**config.mk**
```make
export PLATFORM = sky130hd
export DESIGN_NAME = css_sequencer
export DESIGN_NICKNAME = d
export VERILOG_FILES = /design/src/rtl/css_pkg.sv /design/src/rtl/css_sequencer.sv
export VERILOG_INCLUDE_DIRS = /design/src /design/src/rtl
export SDC_FILE = /design/constraint.sdc
export NUM_CORES = 1
export LEC_CHECK = 0
export BUFFER_PORTS_ARGS = -buffer_cell sky130_fd_sc_hd__buf_2
export CAP_MARGIN = 5
export CORE_MARGIN = 2
export CORE_UTILIZATION = 45
export CTS_BUF_LIST = sky130_fd_sc_hd__clkbuf_4
export DETAILED_ROUTE_END_ITERATION = 8
export PLACE_DENSITY_LB_ADDON = 0.15
export RECOVER_POWER = 50
export SETUP_SLACK_MARGIN = 0.5
export SLEW_MARGIN = 20
export SYNTH_ARGS = -nofsm -noshare
export SYNTH_HDL_FRONTEND = slang
export SYNTH_SLANG_ARGS = --single-unit
```
**constraint.sdc**
```tcl
create_clock -name mclk_in -period 4.3 [get_ports mclk_in]
set_input_delay 0.43 -clock mclk_in [delete_from_list [all_inputs] [get_ports mclk_in]]
set_output_delay 0.43 -clock mclk_in [all_outputs]
set_load 0.02 [all_outputs]
```
**src/rtl/css_map.svh**
```systemverilog
/*
  Timing counts, option word bit positions and register map of the
  charger adaptor soft-start sequencer.
  Assumes a 250 MHz core clock (4 ns period).
*/
`ifndef CSS_MAP_SVH
`define CSS_MAP_SVH

// ****************************************
// Clock and times
// ****************************************
`define CSS_CLK_PERIOD_NS    4
`define CSS_STEP_TIME_US     240
`define CSS_STEP_CYC         ((`CSS_STEP_TIME_US * 1000) / `CSS_CLK_PERIOD_NS)
`define CSS_DGL_SHORT_MS     175
`define CSS_DGL_SHORT_CYC    ((`CSS_DGL_SHORT_MS * 1000000) / `CSS_CLK_PERIOD_NS)
`define CSS_DGL_LONG_MS      1400
`define CSS_DGL_LONG_CYC     ((`CSS_DGL_LONG_MS * 1000000) / `CSS_CLK_PERIOD_NS)
`define CSS_TRK_ON_MS        1
`define CSS_TRK_ON_CYC       ((`CSS_TRK_ON_MS * 1000000) / `CSS_CLK_PERIOD_NS)
`define CSS_TRK_OFF_MS       4
`define CSS_TRK_OFF_CYC      ((`CSS_TRK_OFF_MS * 1000000) / `CSS_CLK_PERIOD_NS)
`define CSS_WDOG_S           170
`define CSS_WDOG_CYC         (64'd170 * 64'd250000000)

// ****************************************
// Current codes (charge code LSB is 0.64 mV = 64 mA at 10 mOhm)
// ****************************************
`define CSS_STEP_CODE        7'h02
`define CSS_TRK_MAX_CODE     7'h08
`define CSS_CHG_FS_CODE      7'h7d
`define CSS_IN_FS_CODE       6'h3e

// ****************************************
// Option word fields
// ****************************************
`define CSS_OPT_DGL_BIT      15
`define CSS_OPT_WD_HI        14
`define CSS_OPT_WD_LO        13
`define CSS_OPT_DEP_HI       12
`define CSS_OPT_DEP_LO       11
`define CSS_OPT_MON_SEL_BIT  5
`define CSS_OPT_GAIN_BIT     4
`define CSS_OPT_CHG_EN_BIT   0
`define CSS_OPT_RESET        16'h0000

// ****************************************
// Register byte offsets
// ****************************************
`define CSS_OFS_OPTION       12'h000
`define CSS_OFS_CHG_LIMIT    12'h004
`define CSS_OFS_IN_LIMIT     12'h008
`define CSS_OFS_STATUS       12'h00c
`define CSS_OFS_IRQ_STAT     12'h010
`define CSS_OFS_IRQ_MASK     12'h014
`define CSS_OFS_WD_KICK      12'h018

// Interrupt status bits
`define CSS_IRQ_VALID        0
`define CSS_IRQ_OVP          1
`define CSS_IRQ_TRICKLE      2
`define CSS_IRQ_WDOG         3
`define CSS_IRQ_W            4

`endif

```
**src/rtl/css_pkg.sv**
```systemverilog
/*
  Types of the charger adaptor soft-start sequencer.
  Assumes the map header for all numeric constants.
*/
package css_pkg;
  typedef enum logic [2:0] {
    CSS_OFF,
    CSS_WAKE,
    CSS_DEGLITCH,
    CSS_VALID,
    CSS_OVERVOLT
  } css_adp_t;
  typedef enum logic [1:0] {
    CSS_TRK_NONE,
    CSS_TRK_ON,
    CSS_TRK_OFF
  } css_trk_t;
endpackage

```
**src/rtl/css_sequencer.sv**
```systemverilog
/*
  Adaptor detection, soft-start ramp, trickle cycle, current monitor
  select and host watchdog of a battery charger, with an AXI4-Lite slave.
  Assumes comparator inputs arrive asynchronously from the analog front
  end; all other inputs are on mclk_in.
*/
// Chosen here: the AXI4-Lite interface to the registers and the register addresses.
`timescale 1ns/1ps
`include "css_map.svh"

// Overview of operation
// - Ramp charge reference in steps after switches on
// - Charge limit 80 mV, 0.64 mV per code
// - Input limit 80 mV, 1.28 mV per code
// - Option selects monitor source and gain
// - Input limit hit lowers charge reference
// - Low battery: drop to 128 mA, ramp 0.5 A
// - Trickle: 1 ms on, 4 ms off, repeat
// - Battery recovered: leave trickle, keep ramping
// - Energize only with supply above 6.4 V
// - Wake level starts drive supply, flag low
// - Valid after level, headroom and deglitch
// - Valid enables blocks, raises adaptor flag
// - Charge pump ramps switch gate until on
// - Overvoltage drops flag and gate drive
// - Option bit 15 picks deglitch length
// - Option bits 12:11 pick depletion threshold
// - Watchdog expiry stops charging
module css_sequencer #(
  parameter logic [31:0] DGL_SHORT_CYC = `CSS_DGL_SHORT_CYC,
  parameter logic [31:0] DGL_LONG_CYC  = `CSS_DGL_LONG_CYC,
  parameter logic [31:0] TRK_ON_CYC    = `CSS_TRK_ON_CYC,
  parameter logic [31:0] TRK_OFF_CYC   = `CSS_TRK_OFF_CYC,
  parameter logic [31:0] STEP_CYC      = `CSS_STEP_CYC,
  parameter logic [39:0] WDOG_CYC      = 40'(`CSS_WDOG_CYC)
) (
  // Clock and reset
  input  wire logic        mclk_in,
  input  wire logic        nrst_in,
  // Comparator decisions
  input  wire logic        supply_ok_in,
  input  wire logic        wake_in,
  input  wire logic        adp_present_in,
  input  wire logic        headroom_in,
  input  wire logic        adp_ovp_in,
  input  wire logic        gate_full_in,
  input  wire logic        battery_low_level_in,
  input  wire logic        in_limit_hit_in,
  // Analog controls
  output logic             energize_out,
  output logic             gate_drive_supply_out,
  output logic             smbus_ready_out,
  output logic             adaptor_good_flag_out,
  output logic             blocks_en_out,
  output logic             pump_en_out,
  output logic             gate_pulldown_out,
  output logic             charging_out,
  output logic [6:0]       chg_ref_out,
  output logic [5:0]       in_limit_out,
  output logic             mon_sel_out,
  output logic             mon_gain40_out,
  output logic [1:0]       depl_sel_out,
  output logic             irq_out,
  // AXI4-Lite slave
  input  wire logic [11:0] s_axi_awaddr,
  input  wire logic        s_axi_awvalid,
  output logic             s_axi_awready,
  input  wire logic [31:0] s_axi_wdata,
  input  wire logic [3:0]  s_axi_wstrb,
  input  wire logic        s_axi_wvalid,
  output logic             s_axi_wready,
  output logic [1:0]       s_axi_bresp,
  output logic             s_axi_bvalid,
  input  wire logic        s_axi_bready,
  input  wire logic [11:0] s_axi_araddr,
  input  wire logic        s_axi_arvalid,
  output logic             s_axi_arready,
  output logic [31:0]      s_axi_rdata,
  output logic [1:0]       s_axi_rresp,
  output logic             s_axi_rvalid,
  input  wire logic        s_axi_rready
);

  // ****************************************
  // Comparator synchronisers
  // ****************************************
  logic [7:0] cmp_raw;
  logic [7:0] cmp_s1_reg;
  logic [7:0] cmp_s2_reg;
  assign cmp_raw = {in_limit_hit_in, battery_low_level_in, gate_full_in, adp_ovp_in,
                    headroom_in, adp_present_in, wake_in, supply_ok_in};
  always_ff @(posedge mclk_in or negedge nrst_in) begin
    if (!nrst_in) begin
      cmp_s1_reg <= 8'h00;
      cmp_s2_reg <= 8'h00;
    end else begin
      cmp_s1_reg <= cmp_raw;
      cmp_s2_reg <= cmp_s1_reg;
    end
  end
  logic sup_ok, wake, present, headroom, ovp, gate_full, bat_low, in_hit;
  assign {in_hit, bat_low, gate_full, ovp, headroom, present, wake, sup_ok} = cmp_s2_reg;

  // ****************************************
  // Register bus state
  // ****************************************
  logic [15:0] opt_reg, opt_next;
  logic [6:0]  chg_lim_reg, chg_lim_next;
  logic [5:0]  in_lim_reg, in_lim_next;
  logic [3:0]  imask_reg, imask_next;
  logic [3:0]  istat_reg, istat_next;
  logic        awr_reg, awr_next, wr_reg, wr_next, bv_reg, bv_next;
  logic        arr_reg, arr_next, rv_reg, rv_next;
  logic [11:0] wa_reg, wa_next;
  logic [31:0] wd_reg, wd_next, rd_reg, rd_next;
  logic [1:0]  br_reg, br_next, rr_reg, rr_next;
  logic        wd_kick;
  logic [3:0]  ev;

  // ****************************************
  // Sequencer state
  // ****************************************
  css_pkg::css_adp_t adp_reg, adp_next;
  css_pkg::css_trk_t trk_reg, trk_next;
  logic [31:0] dgl_reg, dgl_next, trk_cnt_reg, trk_cnt_next, step_reg, step_next;
  logic [39:0] wdc_reg, wdc_next;
  logic        wd_exp_reg, wd_exp_next;
  logic [6:0]  ref_reg, ref_next;
  logic        chg_reg, chg_next;
  logic        chg_en_q_reg;
  logic        chg_ok;
  logic [6:0]  target;

  // Charging allowed only with valid adaptor, switches on, no watchdog
  assign chg_ok = (adp_reg == css_pkg::CSS_VALID) && gate_full && opt_reg[`CSS_OPT_CHG_EN_BIT]
                  && !wd_exp_reg && (chg_lim_reg != 7'h00) && (in_lim_reg != 6'h00);
  // trickle target capped near 0.5 A
  assign target = (trk_reg != css_pkg::CSS_TRK_NONE && chg_lim_reg > `CSS_TRK_MAX_CODE) ?
                  `CSS_TRK_MAX_CODE : chg_lim_reg;

  // Adaptor detection next state
  always_comb begin
    adp_next = adp_reg;
    dgl_next = dgl_reg;
    if (!sup_ok) begin
      adp_next = css_pkg::CSS_OFF;
      dgl_next = 32'h0;
    end else begin
      unique case (adp_reg)
        css_pkg::CSS_OFF: if (wake) adp_next = css_pkg::CSS_WAKE;
        css_pkg::CSS_WAKE: begin
          dgl_next = 32'h0;
          if (!wake) adp_next = css_pkg::CSS_OFF;
          else if (present && headroom) adp_next = css_pkg::CSS_DEGLITCH;
        end
        css_pkg::CSS_DEGLITCH: begin
          dgl_next = dgl_reg + 32'h1;
          if (!(present && headroom)) adp_next = css_pkg::CSS_WAKE;
          else if (dgl_reg + 32'h1 >= (opt_reg[`CSS_OPT_DGL_BIT] ? DGL_LONG_CYC : DGL_SHORT_CYC))
            adp_next = css_pkg::CSS_VALID;
        end
        css_pkg::CSS_VALID: if (!(present && headroom)) adp_next = css_pkg::CSS_WAKE;
        css_pkg::CSS_OVERVOLT: if (!ovp) adp_next = css_pkg::CSS_WAKE;
      endcase
      if (ovp && adp_reg != css_pkg::CSS_OFF) adp_next = css_pkg::CSS_OVERVOLT;
    end
  end

  // Trickle, ramp and watchdog next state
  always_comb begin
    trk_next = trk_reg;
    trk_cnt_next = trk_cnt_reg + 32'h1;
    step_next = step_reg + 32'h1;
    ref_next = ref_reg;
    chg_next = chg_ok;
    wdc_next = wdc_reg + 40'h1;
    wd_exp_next = wd_exp_reg;
    if (wd_kick) begin
      wdc_next = 40'h0;
      wd_exp_next = 1'b0;
    end else if (opt_reg[`CSS_OPT_WD_HI:`CSS_OPT_WD_LO] == 2'b00) begin
      wdc_next = 40'h0;
    end else if (wdc_reg + 40'h1 >= WDOG_CYC) begin
      wdc_next = 40'h0;
      wd_exp_next = 1'b1;
    end
    unique case (trk_reg)
      css_pkg::CSS_TRK_NONE: if (bat_low && chg_ok) begin
        trk_next = css_pkg::CSS_TRK_ON;
        trk_cnt_next = 32'h0;
        ref_next = `CSS_STEP_CODE;
      end
      css_pkg::CSS_TRK_ON: if (!bat_low) trk_next = css_pkg::CSS_TRK_NONE;
        else if (trk_cnt_reg + 32'h1 >= TRK_ON_CYC) begin
          trk_next = css_pkg::CSS_TRK_OFF;
          trk_cnt_next = 32'h0;
        end
      css_pkg::CSS_TRK_OFF: if (!bat_low) trk_next = css_pkg::CSS_TRK_NONE;
        else if (trk_cnt_reg + 32'h1 >= TRK_OFF_CYC) begin
          trk_next = css_pkg::CSS_TRK_ON;
          trk_cnt_next = 32'h0;
          ref_next = `CSS_STEP_CODE;
        end
    endcase
    if (trk_reg == css_pkg::CSS_TRK_OFF) chg_next = 1'b0;
    // restart ramp on each charge enable
    if (!chg_ok) begin
      ref_next = 7'h00;
      step_next = 32'h0;
      trk_next = css_pkg::CSS_TRK_NONE;
    end else if (!chg_en_q_reg) begin
      ref_next = 7'h00;
      step_next = 32'h0;
    end else if (in_hit) begin
      if (step_reg + 32'h1 >= STEP_CYC) begin
        step_next = 32'h0;
        ref_next = (ref_reg > `CSS_STEP_CODE) ? ref_reg - `CSS_STEP_CODE : 7'h00;
      end
    end else if (step_reg + 32'h1 >= STEP_CYC) begin
      step_next = 32'h0;
      if (ref_reg > target) ref_next = target;
      else if (target - ref_reg > `CSS_STEP_CODE) ref_next = ref_reg + `CSS_STEP_CODE;
      else ref_next = target;
    end
    if (chg_ok && chg_en_q_reg && trk_next == css_pkg::CSS_TRK_ON && trk_reg != css_pkg::CSS_TRK_ON)
      ref_next = `CSS_STEP_CODE;
  end

  // Sequencer registers
  always_ff @(posedge mclk_in or negedge nrst_in) begin
    if (!nrst_in) begin
      adp_reg <= css_pkg::CSS_OFF;
      trk_reg <= css_pkg::CSS_TRK_NONE;
      dgl_reg <= 32'h0;
      trk_cnt_reg <= 32'h0;
      step_reg <= 32'h0;
      wdc_reg <= 40'h0;
      wd_exp_reg <= 1'b0;
      ref_reg <= 7'h00;
      chg_reg <= 1'b0;
      chg_en_q_reg <= 1'b0;
    end else begin
      adp_reg <= adp_next;
      trk_reg <= trk_next;
      dgl_reg <= dgl_next;
      trk_cnt_reg <= trk_cnt_next;
      step_reg <= step_next;
      wdc_reg <= wdc_next;
      wd_exp_reg <= wd_exp_next;
      ref_reg <= ref_next;
      chg_reg <= chg_next;
      chg_en_q_reg <= chg_ok;
    end
  end

  // Interrupt events
  assign ev[`CSS_IRQ_VALID] = (adp_next == css_pkg::CSS_VALID) && (adp_reg != css_pkg::CSS_VALID);
  assign ev[`CSS_IRQ_OVP] = (adp_next == css_pkg::CSS_OVERVOLT) && (adp_reg != css_pkg::CSS_OVERVOLT);
  assign ev[`CSS_IRQ_TRICKLE] = (trk_reg == css_pkg::CSS_TRK_NONE) && (trk_next == css_pkg::CSS_TRK_ON);
  assign ev[`CSS_IRQ_WDOG] = wd_exp_next && !wd_exp_reg;

  // ****************************************
  // AXI4-Lite slave
  // ****************************************
  logic do_wr;
  assign do_wr = awr_reg && wr_reg && !bv_reg;
  assign wd_kick = do_wr || (s_axi_arvalid && arr_reg);

  // Bus next state
  always_comb begin
    awr_next = awr_reg;
    wr_next = wr_reg;
    wa_next = wa_reg;
    wd_next = wd_reg;
    bv_next = bv_reg;
    br_next = br_reg;
    arr_next = 1'b0;
    rv_next = rv_reg;
    rr_next = rr_reg;
    rd_next = rd_reg;
    opt_next = opt_reg;
    chg_lim_next = chg_lim_reg;
    in_lim_next = in_lim_reg;
    imask_next = imask_reg;
    istat_next = istat_reg;
    if (s_axi_awvalid && !awr_reg && !bv_reg) begin
      awr_next = 1'b1;
      wa_next = s_axi_awaddr;
    end
    if (s_axi_wvalid && !wr_reg && !bv_reg) begin
      wr_next = 1'b1;
      wd_next = s_axi_wdata;
    end
    if (do_wr) begin
      awr_next = 1'b0;
      wr_next = 1'b0;
      bv_next = 1'b1;
      br_next = 2'b00;
      unique case (wa_reg)
        `CSS_OFS_OPTION: begin
          if (s_axi_wstrb[0]) opt_next[7:0] = wd_reg[7:0];
          if (s_axi_wstrb[1]) opt_next[15:8] = wd_reg[15:8];
        end
        // charge limit code, 0.64 mV each
        `CSS_OFS_CHG_LIMIT: chg_lim_next = (wd_reg[6:0] > `CSS_CHG_FS_CODE) ? `CSS_CHG_FS_CODE : wd_reg[6:0];
        // input limit code, 1.28 mV each
        `CSS_OFS_IN_LIMIT: in_lim_next = (wd_reg[5:0] > `CSS_IN_FS_CODE) ? `CSS_IN_FS_CODE : wd_reg[5:0];
        `CSS_OFS_IRQ_STAT: istat_next = istat_reg & ~wd_reg[3:0];
        `CSS_OFS_IRQ_MASK: imask_next = wd_reg[3:0];
        `CSS_OFS_STATUS, `CSS_OFS_WD_KICK: ;
        default: br_next = 2'b10;
      endcase
    end
    if (bv_reg && s_axi_bready) bv_next = 1'b0;
    // Set wins over a same-cycle clear
    istat_next = istat_next | ev;
    if (s_axi_arvalid && !arr_reg && !rv_reg) arr_next = 1'b1;
    if (s_axi_arvalid && arr_reg) begin
      rv_next = 1'b1;
      rr_next = 2'b00;
      unique case (s_axi_araddr)
        `CSS_OFS_OPTION: rd_next = {16'h0, opt_reg};
        `CSS_OFS_CHG_LIMIT: rd_next = {25'h0, chg_lim_reg};
        `CSS_OFS_IN_LIMIT: rd_next = {26'h0, in_lim_reg};
        `CSS_OFS_STATUS: rd_next = {17'h0, ref_reg, 1'b0, trk_reg, wd_exp_reg, chg_reg, adp_reg};
        `CSS_OFS_IRQ_STAT: rd_next = {28'h0, istat_reg};
        `CSS_OFS_IRQ_MASK: rd_next = {28'h0, imask_reg};
        `CSS_OFS_WD_KICK: rd_next = 32'h0;
        default: begin
          rd_next = 32'h0;
          rr_next = 2'b10;
        end
      endcase
    end
    if (rv_reg && s_axi_rready) rv_next = 1'b0;
  end

  // Bus registers
  always_ff @(posedge mclk_in or negedge nrst_in) begin
    if (!nrst_in) begin
      awr_reg <= 1'b0;
      wr_reg <= 1'b0;
      bv_reg <= 1'b0;
      arr_reg <= 1'b0;
      rv_reg <= 1'b0;
      wa_reg <= 12'h000;
      wd_reg <= 32'h0;
      rd_reg <= 32'h0;
      br_reg <= 2'b00;
      rr_reg <= 2'b00;
      opt_reg <= `CSS_OPT_RESET;
      chg_lim_reg <= 7'h00;
      in_lim_reg <= 6'h00;
      imask_reg <= 4'h0;
      istat_reg <= 4'h0;
    end else begin
      awr_reg <= awr_next;
      wr_reg <= wr_next;
      bv_reg <= bv_next;
      arr_reg <= arr_next;
      rv_reg <= rv_next;
      wa_reg <= wa_next;
      wd_reg <= wd_next;
      rd_reg <= rd_next;
      br_reg <= br_next;
      rr_reg <= rr_next;
      opt_reg <= opt_next;
      chg_lim_reg <= chg_lim_next;
      in_lim_reg <= in_lim_next;
      imask_reg <= imask_next;
      istat_reg <= istat_next;
    end
  end

  // ****************************************
  // Registered outputs
  // ****************************************
  always_ff @(posedge mclk_in or negedge nrst_in) begin
    if (!nrst_in) begin
      energize_out <= 1'b0;
      gate_drive_supply_out <= 1'b0;
      smbus_ready_out <= 1'b0;
      adaptor_good_flag_out <= 1'b0;
      blocks_en_out <= 1'b0;
      pump_en_out <= 1'b0;
      gate_pulldown_out <= 1'b1;
      charging_out <= 1'b0;
      chg_ref_out <= 7'h00;
      in_limit_out <= 6'h00;
      mon_sel_out <= 1'b0;
      mon_gain40_out <= 1'b0;
      depl_sel_out <= 2'b00;
      irq_out <= 1'b0;
    end else begin
      energize_out <= sup_ok;
      gate_drive_supply_out <= (adp_next != css_pkg::CSS_OFF);
      smbus_ready_out <= (adp_next != css_pkg::CSS_OFF);
      adaptor_good_flag_out <= (adp_next == css_pkg::CSS_VALID);
      blocks_en_out <= (adp_next == css_pkg::CSS_VALID);
      pump_en_out <= (adp_next == css_pkg::CSS_VALID) && !gate_full;
      gate_pulldown_out <= (adp_next != css_pkg::CSS_VALID);
      charging_out <= chg_next;
      chg_ref_out <= ref_next;
      in_limit_out <= in_lim_next;
      mon_sel_out <= opt_next[`CSS_OPT_MON_SEL_BIT];
      mon_gain40_out <= opt_next[`CSS_OPT_GAIN_BIT];
      depl_sel_out <= opt_next[`CSS_OPT_DEP_HI:`CSS_OPT_DEP_LO];
      irq_out <= |(istat_next & imask_next);
    end
  end

  assign s_axi_awready = awr_reg && wr_reg && !bv_reg;
  assign s_axi_wready = awr_reg && wr_reg && !bv_reg;
  assign s_axi_bvalid = bv_reg;
  assign s_axi_bresp = br_reg;
  assign s_axi_arready = arr_reg;
  assign s_axi_rvalid = rv_reg;
  assign s_axi_rdata = rd_reg;
  assign s_axi_rresp = rr_reg;
endmodule

```
# Word level (Yosys, flattened, before mapping)
# Index checks and enable logic that the tools add are counted.
# totals
wordCells	215
inputBits	75
out_inout_bits	67
register_bits	283
# op_classes
n_reduce_logical	57
n_lt_le_gt_ge	11
addsub	7
muxes	72
eq_ne	26
bitwise	4
# ops
cell	n
two-way mux 32 bit	9
two-way mux 40 bit	3
two-way mux 7 bit	14
adder 32 x 1 -> 32 bit (second input constant)	3
one-hot mux 16 bit (6 select lines)	1
one-hot mux 32 bit (3 select lines)	1
equality test 12 x 5 -> 1 bit (second input constant)	6
one-hot mux 32 bit (2 select lines)	1
equality test 12 x 4 -> 1 bit (second input constant)	4
adder 40 x 1 -> 40 bit (second input constant)	1
>= comparator 40 x 36 -> 1 bit (second input constant)	1
>= comparator 32 x 16 -> 1 bit (second input constant)	1
>= comparator 32 x 18 -> 1 bit (second input constant)	1
>= comparator 32 x 20 -> 1 bit (second input constant)	1
>= comparator 32 x 29 -> 1 bit	1
two-way mux 29 bit	1
logical AND 1 bit	28
two-way mux 3 bit	9
two-way mux 13 bit	2
equality test 12 x 3 -> 1 bit (second input constant)	2
logical NOT 12 bit	2
two-way mux 2 bit	8
two-way mux 4 bit	4
one-hot mux 3 bit (5 select lines)	1
other kinds (38)	72

# Longest topological paths before layout
# depth
ltp_word	15
mapped_depth	17
ltp_nobuf	16

# Least setup slack after synthesis
# OpenSTA, ideal clock, no wires.
# synth_timing
kind	register -> register
startpoint	register chg_lim_reg[0]
endpoint	register chg_ref_out[1]
setup_time_ns	0.120
required_time_ns	4.180
path_stages_with_launch	16
synth_period_minus_slack_ns	3.826
path_buffers	0
arrival_time_ns	3.706
slack_ns	0.474
cell_sequence	dfrtp_1 -> or3_1 -> a2111oi_0 -> nor2_1 -> or2_2 -> ha_1 -> a211oi_1 -> nor2_1 -> or3_1 -> a221oi_1 -> o22ai_1 -> nand2b_1 -> nand2_1 -> a221oi_1 -> a31oi_1 -> o211a_1
# synth_between
elab_chain_cells	12
word_cells_on_any_way	27
classes_between	1 x add/sub; 3 x order compare; 1 x eq/ne; 14 x mux; 8 x reduce/logical
# synth_rtl
element	line	source
start: declaration	css_sequencer.sv:108	logic [6:0] chg_lim_reg, chg_lim_next;
start signal: assignment	css_sequencer.sv:368	chg_lim_reg <= chg_lim_next;
greater-than comparator 7 x 4 -> 1 bit (no source line)	-	
logical AND 1 bit (no source line)	-	
two-way mux 7 bit	css_sequencer.sv:138	assign target = (trk_reg != css_pkg::CSS_TRK_NONE && chg_lim_reg > `CSS_TRK_MAX_CODE) ?
subtractor 7 bit	css_sequencer.sv:222	else if (target - ref_reg > `CSS_STEP_CODE) ref_next = ref_reg + `CSS_STEP_CODE;
greater-than comparator 7 x 2 -> 1 bit (no source line)	-	
two-way mux 7 bit	css_sequencer.sv:222	
two-way mux 7 bit	css_sequencer.sv:221	if (ref_reg > target) ref_next = target;
two-way mux 7 bit	css_sequencer.sv:219	end else if (step_reg + 32'h1 >= STEP_CYC) begin
two-way mux 7 bit	css_sequencer.sv:214	end else if (in_hit) begin
two-way mux 7 bit	css_sequencer.sv:211	end else if (!chg_en_q_reg) begin
two-way mux 7 bit	css_sequencer.sv:207	if (!chg_ok) begin
two-way mux 7 bit *	css_sequencer.sv:225	if (chg_ok && chg_en_q_reg && trk_next == css_pkg::CSS_TRK_ON && trk_reg != css_pkg::CSS_TRK_ON)
named net ref_next[1]	css_sequencer.sv:128	logic [6:0] ref_reg, ref_next;
end signal: assignment	css_sequencer.sv:403	chg_ref_out <= ref_next;
end: declaration	css_sequencer.sv:58	output logic [6:0] chg_ref_out,
# The timed path passes the listed nets; every way through them passes the cells marked *.
# A chain may end at the register's enable or synchronous reset.

# Worst setup path after layout
# layout_timing
startpoint	register chg_lim_reg[0]
endpoint	register chg_ref_out[4]
# Same word-level chain as after synthesis.

==> flow_summary.yaml <==
finish:
  multi_input_area_um2: 7990
  n_fill_cell: 3008
  seqCellArea_um2: 6540
  area_delta_synth_final_pct: 18.6
  final_util: 0.540
  drive_gt1_frac: 0.209
  largest_reg_flops: 40
  num-nets-final: 1915
worst_setup_path:
  critical-path-top-delay-family: "compound AO/OA/AOI/OAI gates"
  r2r_slack_ns: 0.64
  setup.worst_path.start: "chg_lim_reg[0]"
  max_stage_delay_ns: 0.40
  cp_common_cell: "a21oi_1"
  crit_path_cell_trace: "or3_4 > a2111oi_4 > nor2_2 > or2_4 > ha_4 > o21a_1 > o31a_1 > o31a_1 > a21oi_1 > o22ai_2 > buf_4 > a21oi_1 > a311o_1 > a31o_2 > a21oi_1"
  crit_type: "flip-flop to flip-flop"
  r2r-start: "chg_lim_reg[0]"
  cp.depth: 15
  cp.required_ns: 4.95
  start_kind: "flip-flop"
  worstReg2RegEnd: "chg_ref_out[4]"
  cp.arrival_ns: 4.31
  r2r_cells: 15
  crit_path_end_kind: "flip-flop"
  slowest_stage: "or3_4"
  worst-path-max-fanout: 4
  path_buf_inv: 1
synthesis:
  seq_area_frac_synth: 0.440
  syn_area_um2: 14800
  async_flop_share: 1.00
  synth_top_area_cell: "dfrtp_1"
  synthTopCellsByArea: "dfrtp_1 44%, nor2_1 4.3%, mux2_2 3.8%"
  ys_types: 82
  yosys_warnings: 0
  synth_flop_cell: "dfrtp_1"
  synthCells: 1592
  synthTopCellsByCount: "260 x dfrtp_1, 171 x nor2_1, 146 x nand2_1"
  synth.avg_cell_area_um2: 9.32
  ys_seq_elements: 261
  yosys.area.top_type_share: 0.439
  synth-edff-count: 0
  yosysMostFrequentCell: "dfrtp_1"
worst_hold_path:
  holdPathEnd: "s_axi_rresp[1]"
  hp-start: "s_axi_araddr[3]"
  holdPathStages: 3
  hold_class: "input pin to flip-flop"
clock_tree:
  clk_pin_slew_ns: 0.06
  cts_root_buffer: "clkbuf_4"
  clock_path_buffers: 3
  numCtsBuffers: 77
  insertion_delay_ns: 0.73
  cts-htree-levels: 3
  cts_sinks: 261
  cts_tree: "built"
routing:
  ant_nets: 0
  wl_met1_um: 17500
  drt-total-wl_um: 38100
  top_layer_used: "met4"
  firstDrtPassIters: 5
  wl_met2_um: 17800
  wl_met3_um: 1690
  drt_iter0_markers: 785
  routed_via_density: 5.53
  vias: 12800
  routedWlPerCell_um: 16.5
  drc: 0
placed_design:
  io_buffer_count: 105
  gp_congestion: 0.860
  dp_hpwl_um: 26200
  post-place-ws_ns: 0.109
sta:
  max_freq_ghz: 0.273
  fin_crit_sh: 0.852
  tns_ns: 0
  rsz0062_at_grt: "yes"
  report.final.slew_viol_count: 133
  worstMarginPinSlew_ns: 2.82
  fin_crit_ns: 3.66
  slew_headroom: -0.880
  setup_viol: 0
  timing.final.ws_setup_ns: 0.636
  fin_skew_ns: 0.0559
  hold_violations: 0
run_status:
  violations: "max-capacitance violations, max-slew violations"
  outcome: "complete, but fails checks"
die:
  die_w_um: 186
  coreArea_um2: 32500
  die_area_um2: 34400
  io_pins: 142
  die_y_um: 186
  initial_core_util: 0.456
  std_cell_rows: 66
power_and_ir_drop:
  ir_worst_vdd_mv: 0.256
  p_total_mw: 5.83
  p_per_area_nw_per_um2: 332
  p_leak_nw: 7.71
global_route:
  grt_max_degree: 113
  overflow: 0
  grt_pass1_wl_um: 62000
  grt_pass1_vias: 12400
  track_usage: 0.225
  antenna_found_initial: 2
run:
  maxCapViolations: 2
==> metal layers <==
layer  track usage  vias to the layer above
met5             0                        -
met4        0.0951                        0
met3        0.0413                       83
met2         0.362                      305
met1         0.298                     6164
li1              -                     6222
==> cells by family after synthesis <==
kind of cell               count (synthesis)  share of synthesized area
DFF                                      261                      0.440
AOI/OAI and AO/OA                        308                      0.141
other                                      1                   0.000253
xor gates and xnor gates                 104                     0.0614
and+or+nand+nor                          663                      0.226
buffers and inverters                    151                     0.0456
muxes                                     72                     0.0579
adders and majority gates                 32                     0.0275
==> worst min-delay path, cell delays in order <==
cell and delay, ns:
buf_2 0.16, a31oi_1 0.15, o21ai_0 0.08
==> layout make-up <==
class                      instances  share of cell area
inverter                          49              0.0105
timing repair buffer             202              0.0763
tap                              442              0.0315
multi-input combinational       1217               0.454
clock inverter                    29             0.00932
antenna                            4            0.000569
sequential                       261               0.372
clock buffer                     107              0.0457
==> power breakdown <==
group	internal (mW)	switching, mW
logic	0.295	0.371
clock network	1.27	1.09
registers	2.65	0.163
==> stage by stage <==
stage	cell area, µm²	hold slack [ns]	std cells
2_1_floorplan	15000	0.134	1629
3_3_place_gp	15800	0.334	2104
3_5_place_dp	15800	0.335	2104
4_1_cts	17300	0.0712	2289
5_1_grt	17600	0.137	2311
6_report	17600	0.153	2311
==> how the worst max path moves through the flow <==
stage                          end
floorplan           chg_ref_out[1]
finish              chg_ref_out[4]
global placement    chg_ref_out[1]
detailed placement  chg_ref_out[1]
CTS                        irq_out
global route            opt_reg[3]
==> layout by cell type (no fill, tap or decap), types with 17 or more instances in the layout <==
cell type,synthesis,layout
xor2_1,47,47
xnor2_1,57,56
clkbuf_4,0,107
a21oi_1,45,44
and4_1,20,18
nand2_1,146,146
inv_1,49,49
buf_4,24,46
nor2_1,171,168
mux2_2,50,50
nand4_1,39,39
buf_2,14,103
dlygate4sd3_1,0,42
o21ai_0,85,81
conb_1,1,38
nand3_1,78,76
and3_1,36,34
nor4_1,33,33
a22o_1,25,25
dfrtp_1,260,255
nor3_1,39,35
and2_1,18,18
ha_1,31,27
o31ai_1,18,17
a31oi_1,20,20
clkinv_1,0,22
==> what timing repair did <==
| item | in CTS | in global routing |
|---|---|---|
| endpoints found under the setup margin | 14 | 61 |
| resized for setup | 16 | 36 |
| setup buffers | 7 | 18 |
| endpoints found under the hold margin | 149 | 0 |
| pin swaps | 4 | 19 |
| hold buffers | 42 | 0 |
(Power assumes the default switching activity.)
